<file path="config.mk">
export PLATFORM = sky130hd
export DESIGN_NAME = hpgic_top
export DESIGN_NICKNAME = d
export VERILOG_FILES = /design/src/hw/hpgic_pkg.sv /design/src/hw/hpgic_top.sv
export VERILOG_INCLUDE_DIRS = /design/src /design/src/hw
export SDC_FILE = /design/constraint.sdc
export NUM_CORES = 1
export LEC_CHECK = 0
export ABC_AREA = 1
export ABC_CLOCK_PERIOD_IN_PS = 7450
export BUFFER_PORTS_ARGS = -buffer_cell sky130_fd_sc_hd__buf_2
export CORE_ASPECT_RATIO = 1.2
export CORE_MARGIN = 5
export CORE_UTILIZATION = 59
export DETAILED_ROUTE_END_ITERATION = 12
export PLACE_DENSITY = 0.82
export SYNTH_ARGS = -nofsm -noshare
export SYNTH_HDL_FRONTEND = slang
export SYNTH_SLANG_ARGS = --single-unit
</file>
<file path="constraint.sdc">
create_clock -name clk_i -period 7.45 [get_ports clk_i]
set_input_delay 0.3725 -clock clk_i [delete_from_list [all_inputs] [get_ports clk_i]]
set_output_delay 0.3725 -clock clk_i [all_outputs]
set_load 0.02 [all_outputs]
</file>
<file path="src/hw/hpgic_params.svh">
// Overview of operation
// - With the suspend-behaviour bit at 0 the block keeps running under emulation suspend.
// - With the free-run bit at 0 the suspend-behaviour bit decides the suspend reaction.
// - With the free-run bit at 1 the block runs on under suspend whatever the other bit is.
// - Polarity bit 18 at 0 drives DMA event 12 and CPU interrupt 6 from the strobe as is.
// - Polarity bit 18 at 1 drives DMA event 12 and CPU interrupt 6 from the inverted strobe.
// - Enable bit 2 at 0 suppresses every event and interrupt from the strobe pin.
// - Enable bit 2 at 1 passes the polarity-adjusted strobe to DMA event 12 and interrupt 6.
// - Pin-group enable bits 16 to 0 are read/write; bits 31 to 17 are reserved, read-only.
// - Pin-group enable bit 2 at 1 turns the strobe pin into a general-purpose pin.
// - No real suspend mechanism is needed; suspend bits are stored and read back.
`ifndef HPGIC_PARAMS_SVH
`define HPGIC_PARAMS_SVH
// Register byte addresses
`define HPG_ADDR_SUSP 32'h43000004
`define HPG_ADDR_INTC 32'h43000008
`define HPG_ADDR_PFEN 32'h4300000C
`define HPG_ADDR_STAT 32'h43000020
`define HPG_ADDR_MASK 32'h43000024
// Writable bit masks
`define HPG_MASK_SUSP 32'h00000003
`define HPG_MASK_INTC 32'h00070007
`define HPG_MASK_PFEN 32'h0001FFFF
`define HPG_MASK_EVT 32'h00000001
// Field positions
`define HPG_BIT_FREE 0
`define HPG_BIT_SOFT 1
`define HPG_BIT_EN 2
`define HPG_BIT_POL 18
`define HPG_BIT_PFEN_STB 2
`define HPG_BIT_EVT 0
// Reset value
`define HPG_RST_VAL 32'h00000000
// Responses
`define HPG_RESP_OKAY 2'h0
`define HPG_RESP_SLVERR 2'h2
`endif

</file>
<file path="src/hw/hpgic_pkg.sv">
package hpgic_pkg;
    // Write channel states
    typedef enum logic [1:0] {
        HPGIC_WS_IDLE = 2'h1,
        HPGIC_WS_RESP = 2'h2
    } hpgic_wstate_t;
endpackage : hpgic_pkg

</file>
<file path="src/hw/hpgic_top.sv">
// Local design decision: the AXI4-Lite interface to the registers.
`timescale 1ns/100ps
`default_nettype none
`include "hpgic_params.svh"
module hpgic_top
    import hpgic_pkg::*;
#(
    parameter int ADDR_W = 32
) (
    input wire logic clk_i,
    input wire logic sys_rst_i,
    input wire logic [ADDR_W-1:0] s_axi_awaddr_i,
    input wire logic s_axi_awvalid_i,
    output logic s_axi_awready_o,
    input wire logic [31:0] s_axi_wdata_i,
    input wire logic [3:0] s_axi_wstrb_i,
    input wire logic s_axi_wvalid_i,
    output logic s_axi_wready_o,
    output logic [1:0] s_axi_bresp_o,
    output logic s_axi_bvalid_o,
    input wire logic s_axi_bready_i,
    input wire logic [ADDR_W-1:0] s_axi_araddr_i,
    input wire logic s_axi_arvalid_i,
    output logic s_axi_arready_o,
    output logic [31:0] s_axi_rdata_o,
    output logic [1:0] s_axi_rresp_o,
    output logic s_axi_rvalid_o,
    input wire logic s_axi_rready_i,
    input wire logic address_strobe_pin_i,
    input wire logic emu_suspend_i,
    output logic strobe_host_o,
    output logic strobe_gpio_o,
    output logic dma_event12_o,
    output logic cpu_interrupt_six_o,
    output logic periph_halt_o,
    output logic irq_o
);
    // Elaboration check on address width
    generate
        if (ADDR_W != 32) begin : g_bad_addr
            $error("ADDR_W must be 32");
        end
    endgenerate

    hpgic_wstate_t wstate_q;
    logic aw_have_q;
    logic w_have_q;
    logic [ADDR_W-1:0] waddr_q;
    logic [31:0] wdata_q;
    logic [3:0] wstrb_q;
    logic [31:0] bmask;
    logic do_wr;
    logic [31:0] susp_q;
    logic [31:0] intc_q;
    logic [31:0] pfen_q;
    logic [31:0] stat_q;
    logic [31:0] mask_q;
    logic [31:0] rd_val;
    logic rd_ok;
    logic sync1_q;
    logic sync2_q;
    logic sync3_q;
    logic filt_q;
    logic evt_d;
    logic evt_rise;
    logic [31:0] wr_val;

    // Byte strobes widened to a bit mask
    generate
        for (genvar b = 0; b < 4; b++) begin : g_bmask
            assign bmask[b*8 +: 8] = {8{wstrb_q[b]}};
        end
    endgenerate

    assign do_wr = (wstate_q == HPGIC_WS_IDLE) && aw_have_q && w_have_q;
    assign wr_val = wdata_q & bmask;

    // Write address capture
    always_ff @(posedge clk_i or posedge sys_rst_i) begin
        if (sys_rst_i) begin
            aw_have_q <= 1'b0;
            waddr_q <= '0;
            s_axi_awready_o <= 1'b0;
        end else if (s_axi_awvalid_i && s_axi_awready_o) begin
            aw_have_q <= 1'b1;
            waddr_q <= s_axi_awaddr_i;
            s_axi_awready_o <= 1'b0;
        end else if (do_wr) begin
            aw_have_q <= 1'b0;
        end else if (wstate_q == HPGIC_WS_IDLE && !aw_have_q) begin
            s_axi_awready_o <= 1'b1;
        end
    end

    // Write data capture
    always_ff @(posedge clk_i or posedge sys_rst_i) begin
        if (sys_rst_i) begin
            w_have_q <= 1'b0;
            wdata_q <= '0;
            wstrb_q <= '0;
            s_axi_wready_o <= 1'b0;
        end else if (s_axi_wvalid_i && s_axi_wready_o) begin
            w_have_q <= 1'b1;
            wdata_q <= s_axi_wdata_i;
            wstrb_q <= s_axi_wstrb_i;
            s_axi_wready_o <= 1'b0;
        end else if (do_wr) begin
            w_have_q <= 1'b0;
        end else if (wstate_q == HPGIC_WS_IDLE && !w_have_q) begin
            s_axi_wready_o <= 1'b1;
        end
    end

    // Write response
    always_ff @(posedge clk_i or posedge sys_rst_i) begin
        if (sys_rst_i) begin
            wstate_q <= HPGIC_WS_IDLE;
            s_axi_bvalid_o <= 1'b0;
            s_axi_bresp_o <= `HPG_RESP_OKAY;
        end else begin
            case (wstate_q)
                HPGIC_WS_IDLE: begin
                    if (do_wr) begin
                        wstate_q <= HPGIC_WS_RESP;
                        s_axi_bvalid_o <= 1'b1;
                        if (waddr_q == `HPG_ADDR_SUSP || waddr_q == `HPG_ADDR_INTC ||
                            waddr_q == `HPG_ADDR_PFEN || waddr_q == `HPG_ADDR_STAT ||
                            waddr_q == `HPG_ADDR_MASK) begin
                            s_axi_bresp_o <= `HPG_RESP_OKAY;
                        end else begin
                            s_axi_bresp_o <= `HPG_RESP_SLVERR;
                        end
                    end
                end
                HPGIC_WS_RESP: begin
                    if (s_axi_bready_i) begin
                        wstate_q <= HPGIC_WS_IDLE;
                        s_axi_bvalid_o <= 1'b0;
                    end
                end
                default: begin
                    wstate_q <= HPGIC_WS_IDLE;
                    s_axi_bvalid_o <= 1'b0;
                end
            endcase
        end
    end

    // Control registers, reserved bits held at zero
    always_ff @(posedge clk_i or posedge sys_rst_i) begin
        if (sys_rst_i) begin
            susp_q <= `HPG_RST_VAL;
            intc_q <= `HPG_RST_VAL;
            pfen_q <= `HPG_RST_VAL;
            mask_q <= `HPG_RST_VAL;
        end else if (do_wr) begin
            if (waddr_q == `HPG_ADDR_SUSP) begin
                susp_q <= ((susp_q & ~bmask) | wr_val) & `HPG_MASK_SUSP;
            end else if (waddr_q == `HPG_ADDR_INTC) begin
                intc_q <= ((intc_q & ~bmask) | wr_val) & `HPG_MASK_INTC;
            end else if (waddr_q == `HPG_ADDR_PFEN) begin
                pfen_q <= ((pfen_q & ~bmask) | wr_val) & `HPG_MASK_PFEN;
            end else if (waddr_q == `HPG_ADDR_MASK) begin
                mask_q <= ((mask_q & ~bmask) | wr_val) & `HPG_MASK_EVT;
            end
        end
    end

    // Read decode
    always_comb begin
        rd_val = '0;
        rd_ok = 1'b1;
        if (s_axi_araddr_i == `HPG_ADDR_SUSP) begin
            rd_val = susp_q;
        end else if (s_axi_araddr_i == `HPG_ADDR_INTC) begin
            rd_val = intc_q;
        end else if (s_axi_araddr_i == `HPG_ADDR_PFEN) begin
            rd_val = pfen_q;
        end else if (s_axi_araddr_i == `HPG_ADDR_STAT) begin
            rd_val = stat_q;
        end else if (s_axi_araddr_i == `HPG_ADDR_MASK) begin
            rd_val = mask_q;
        end else begin
            rd_ok = 1'b0;
        end
    end

    // Read channel
    always_ff @(posedge clk_i or posedge sys_rst_i) begin
        if (sys_rst_i) begin
            s_axi_arready_o <= 1'b0;
            s_axi_rvalid_o <= 1'b0;
            s_axi_rdata_o <= '0;
            s_axi_rresp_o <= `HPG_RESP_OKAY;
        end else if (s_axi_arvalid_i && s_axi_arready_o) begin
            s_axi_arready_o <= 1'b0;
            s_axi_rvalid_o <= 1'b1;
            s_axi_rdata_o <= rd_val;
            s_axi_rresp_o <= rd_ok ? `HPG_RESP_OKAY : `HPG_RESP_SLVERR;
        end else if (s_axi_rvalid_o && s_axi_rready_i) begin
            s_axi_rvalid_o <= 1'b0;
        end else if (!s_axi_rvalid_o) begin
            s_axi_arready_o <= 1'b1;
        end
    end

    // Strobe pin synchroniser and agreement filter
    always_ff @(posedge clk_i or posedge sys_rst_i) begin
        if (sys_rst_i) begin
            sync1_q <= 1'b0;
            sync2_q <= 1'b0;
            sync3_q <= 1'b0;
            filt_q <= 1'b0;
        end else begin
            sync1_q <= address_strobe_pin_i;
            sync2_q <= sync1_q;
            sync3_q <= sync2_q;
            if (sync2_q == sync3_q) begin
                filt_q <= sync3_q;
            end
        end
    end

    // Polarity then enable gating
    assign evt_d = intc_q[`HPG_BIT_EN] & (filt_q ^ intc_q[`HPG_BIT_POL]);
    assign evt_rise = evt_d & ~dma_event12_o;

    // Event outputs and pin function steering
    always_ff @(posedge clk_i or posedge sys_rst_i) begin
        if (sys_rst_i) begin
            dma_event12_o <= 1'b0;
            cpu_interrupt_six_o <= 1'b0;
            strobe_host_o <= 1'b0;
            strobe_gpio_o <= 1'b0;
        end else begin
            dma_event12_o <= evt_d;
            cpu_interrupt_six_o <= evt_d;
            strobe_host_o <= filt_q & ~pfen_q[`HPG_BIT_PFEN_STB];
            strobe_gpio_o <= filt_q & pfen_q[`HPG_BIT_PFEN_STB];
        end
    end

    // Sticky status, set wins over write-one-clear
    always_ff @(posedge clk_i or posedge sys_rst_i) begin
        if (sys_rst_i) begin
            stat_q <= `HPG_RST_VAL;
        end else if (evt_rise) begin
            stat_q[`HPG_BIT_EVT] <= 1'b1;
        end else if (do_wr && waddr_q == `HPG_ADDR_STAT) begin
            stat_q <= stat_q & ~wr_val;
        end
    end

    // Level interrupt from unmasked status
    always_ff @(posedge clk_i or posedge sys_rst_i) begin
        if (sys_rst_i) begin
            irq_o <= 1'b0;
        end else begin
            irq_o <= |(stat_q & mask_q);
        end
    end

    // Suspend reaction, halts only in the unsupported soft-stop setting
    always_ff @(posedge clk_i or posedge sys_rst_i) begin
        if (sys_rst_i) begin
            periph_halt_o <= 1'b0;
        end else begin
            periph_halt_o <= emu_suspend_i & ~susp_q[`HPG_BIT_FREE] &
                susp_q[`HPG_BIT_SOFT];
        end
    end
endmodule : hpgic_top
`default_nettype wire
</file>
Word level (Yosys, flattened, before mapping)
Cells that the tools add are included.

storage, ports and cells
  bits in registers = 180
  output and inout port bits = 47

operators by class
  equality and inequality tests = 19
  muxes and demuxes = 34
  bitwise operators = 27
  reduce and logical (&&, ||, !) cells = 32

operator list
  kind                                                                number
  32-bit by 31-bit == test with 1-bit output (second input constant)  10
  32-bit two-way mux                                                  4
  32-bit bitwise AND                                                  2
  32-bit by 1-bit bitwise AND with 32-bit output                      1
  32-bit NOT                                                          1
  32-bit OR reduction                                                 1
  1-bit two-way mux                                                   24
  19-bit bitwise AND                                                  1
  19-bit NOT                                                          1
  19-bit OR                                                           1
  17-bit bitwise AND                                                  1
  17-bit OR                                                           1
  2-bit AND reduction                                                 7
  2-bit nonzero test                                                  6
  1-bit logical AND                                                   9
  2-bit two-way mux                                                   4
  1-bit bitwise AND                                                   7
  1-bit NOT                                                           7
  2-bit by 1-bit != test with 1-bit output (second input constant)    3
  2-bit != test (second input constant)                               3
  5-bit AND reduction                                                 1
  1-bit logical OR                                                    4
  2-bit case mux with 2 select lines                                  1
  4-bit AND reduction                                                 1
  10 further kinds                                                    11

Longest topological paths before layout
  depth in word-level cells = 7
  depth in mapped cells = 13
  mapped depth without buffers = 13

Worst setup path before layout
OpenSTA, ideal clock, no wires.

  kind = reg2reg
  from = reg waddr_q[14]
  to = reg stat_q[1]
  library setup time = 122 ps
  arrival = 1367 ps
  path slack = 5961 ps
  cell stages (with the launch flop) = 10
  clock period less this slack = 1489 ps
  cells stage by stage = dfrtp_1 > nor2_1 > nand2_1 > nor2_4 > inv_2 > nor2_4 > nand2_2 > nor3_4 > buf_6 > a21boi_2

between the ends
  longest elaborated chain between the ends = 3

RTL lines
  item                                                         RTL line          text
  start, declared                                              hpgic_top.sv:48   logic [ADDR_W-1:0] waddr_q;
  start signal, assigned                                       hpgic_top.sv:86   waddr_q <= s_axi_awaddr_i;
  32-bit by 31-bit == test with 1-bit output (no source line)  -
  1-bit logical AND (no source line)                           -
  2-bit AND reduction (no source line)                         -
  end signal, assigned                                         hpgic_top.sv:246  stat_q <= `HPG_RST_VAL;
  end signal, assigned                                         hpgic_top.sv:250  stat_q <= stat_q & ~wr_val;
  end, declared                                                hpgic_top.sv:56   logic [31:0] stat_q;

Every way passes these cells.
A chain may end at the register's enable or synchronous reset.

Final worst setup path
  from = reg s_axi_wready_o
  to = reg wdata_q[8]

between the ends
  longest elaborated chain between the ends = 1

RTL lines
  item                    RTL line          text
  start, declared         hpgic_top.sv:18   output logic s_axi_wready_o,
  start signal, assigned  hpgic_top.sv:101  s_axi_wready_o <= 1'b0;
  start signal, assigned  hpgic_top.sv:106  s_axi_wready_o <= 1'b0;
  start signal, assigned  hpgic_top.sv:110  s_axi_wready_o <= 1'b1;
  1-bit logical AND       hpgic_top.sv:102  end else if (s_axi_wvalid_i && s_axi_wready_o) begin
  end signal, assigned    hpgic_top.sv:104  wdata_q <= s_axi_wdata_i;
  end, declared           hpgic_top.sv:49   logic [31:0] wdata_q;

Every way passes these cells.

==> impl_results.md <==
* Status: completed
* Area of the die at between 15,000 and 20,000 um^2
* Synth Cell Area at roughly 8000 um^2
* Max_slew headroom at 27.05%
* CP Class: reg2reg
* Post-synth top area share at a little under three fifths
* Final worst path period share at 29.44%
* Post-Syn Area per Cell at 8.421 um^2
* Yosys cell types at 35
* Layout cells sized above 1 at between 20% and 30%
* Layout Utilization at 70.51%
* Hold bufs inserted after CTS at 0
* Vias at between 6,000 and 7,000
* GRT Overall Usage at about 22%
* Met3 Wirelength at about 950 um
* Pin count of the biggest net entering global routing at 110
* CTS resizes at 0
* Sequential share of the synthesized area at around 56%
* Setup Fix Bufs, Post-CTS at 0
* Vias in the first global route at between 6,000 and 7,000
* Power consumption at ~2.8 mW
* Final hold violation count at 0
* Worst Max-Slew Pin Slew at 1093 ps
* Worst-path fanout max at 30
* Global route overflow at 0
* Main synth FF type: dfrtp_1
* Die W at about 120 um
* Num rows at 46
* CTS tree: yes
* Setup_tns at 0 ps
* Async SR Flop Fraction at 100.0%
* Synthesis Warnings at 0
* First-pass GRT wire length at around 27,000 um
* CP max stage delay at between 700 and 800 ps
* Element type at the critical path end: flip-flop
* Pins Over Slew Limit at 0
* Core area at roughly 13,000 um^2
* Bufs and invs on worst path at 2
* Clock-pin slew on the worst setup and hold paths at 70 ps
* Nets at roughly 1,200
* Final Setup Violations at 0
* CTS Root Cell: clkbuf_16
* Height of the die at about 140 um
* Antenna Cells at 0
* Worst hold path class: in2reg
* Pwr/cell area at 301.3 nW/um^2
* H-tree levels at 4
* First-pass DRT Iterations at 5
* PortBufs at approximately 150
* Critical path arrival at approximately 2500 ps
* TritonCTS Buffers at 17
* Peak supply drop at ~240 uV
* Critical path cell sequence: nand2_1 -> inv_1 -> buf_4 -> o21ai_0
* WP data required at roughly 7700 ps
* RSZ-0062 raised after global routing: no
* Starting density of the core at 59.86%
* DRT iter0 DRCs at 390
* Antenna violations before repair at 1
* WL per Instance at 13.33 um
* Sink Count at approximately 180
* Top cells by area, synth: dfrtp_1 56%, nand2_1 17%, inv_1 6.6%
* Max Cap Viol at 0
* Via-to-Cell Ratio at between 4 and 5
* WL met1 at between 6000 and 7000 um
* Slowest CP cell: inv_1
* Gpl congestion at about 0.86
* Max Freq at roughly 460 MHz
* Post-synth top area cell: dfrtp_1
* Io pins at ~160
* Seq cells post-synth at roughly 180
* Crit-path leading delay family: buffers and inverters
* Crit path time final at around 2200 ps
* Post-synth EDFFs at 0
* Top Metal Used: met5
* DP HPWL at 11,490 um
* Wire length after detailed routing at 16,750 um
* Antenna-violating nets left at 0
* Synthesis-to-layout area growth at 17.79%
* Fin Clk Skew at around 12 ps
* Most numerous cell in the Yosys netlist: nand2_1
* Most common library cells after synthesis: 349 x nand2_1, 176 x dfrtp_1, 138 x inv_1
* DRC at 0
* WL met2 at 8507 um
* Post-Syn Instances at around 940
* Later-pin clock latency in the skew report at approximately 420 ps
* CP Launch Type: flip-flop
* Final hold slack at 55.79 ps
* Static Leak at slightly above 5 nW
* CTS max path bufs at 2
==> final cells by class <==
class                   count  area [um^2]
clock inverters            15        180.2
flip-flops and latches    177         4431
repair buffers            156        788.3
fillers                  1047         3886
well taps                 168        210.2
clock buffers              17        425.4
multi-input cells         571         2680
inverters                 153        579.3
==> routing by layer <==
layer | GRT usage (%) | vias to the layer above
met5 | 0 | -
met4 | 7.241 | 2
met3 | 4.777 | 33
met2 | 38.58 | 166
met1 | 26.99 | 2843
li1 | - | 3122
==> final timing paths <==
path / from / slack, ps / depth (start not counted) / end
worst min register to register: sync1_q$_DFF_PP0_ / 360 / 0 / sync2_q$_DFF_PP0_
worst max-delay path: s_axi_wready_o$_DFFE_PP0P_ / 5260 / 4 / wdata_q[8]$_DFFE_PP0P_
max in group asynchronous: sys_rst_i / 5870 / 3 / asynchronous set/reset pin
min in group asynchronous: sys_rst_i / 150 / 2 / sync2_q$_DFF_PP0_
worst max register to register: s_axi_wready_o$_DFFE_PP0P_ / 5260 / 4 / wdata_q[8]$_DFFE_PP0P_
worst min-delay path: address_strobe_pin_i / 60 / 1 / sync1_q$_DFF_PP0_
==> power by group <==
group	total (mW)	internal, mW	switching, mW
logic	0.577	0.181	0.396
registers	1.31	1.16	0.145
clock network	0.913	0.533	0.381
==> per-stage QoR <==
step                      cell area, um^2  cells  setup WS, ps
after floorplan                      7894    938          2277
after global placement               8688   1225          5270
after detailed placement             8688   1225          5187
after CTS                            9294   1257          5217
after global routing                 9294   1257          5019
final                                9294   1257          5257
==> cells in the final DEF, fill, tap and decap left out <==
master,count
dfrtp_1,176
buf_2,153
dfstp_2,1
o31ai_1,3
nand3b_1,1
maj3_1,1
nor2_1,48
nand3_2,1
a21oi_1,3
o21ai_1,33
clkinv_2,4
conb_1,2
or2_2,1
o21ai_2,8
inv_2,15
nor3_1,5
o21ai_0,40
nor2_4,3
nor3_4,1
nor2_2,1
nand2_2,4
a21oi_2,28
nand3_1,21
bufinv_16,3
inv_1,137
a21boi_1,2
clkinv_4,3
clkbuf_16,17
nor4_1,1
nand3_4,2
o31ai_2,10
nor4_2,1
nand4_1,1
nand2_1,348
buf_4,3
inv_6,6
a21boi_2,2
==> cells by family (layout without fill, tap and decap cells) <==
group,after synthesis,count (layout),share of synthesized area (%)
buffers and inverters,190,341,9.959
DFF,177,177,56.15
and+or+nand+nor,439,439,22.55
other,1,2,0.04753
adders and majority gates,1,1,0.1269
AOI/OAI and AO/OA,129,129,11.16
No activity file was read; power rests on OpenSTA's default activity.
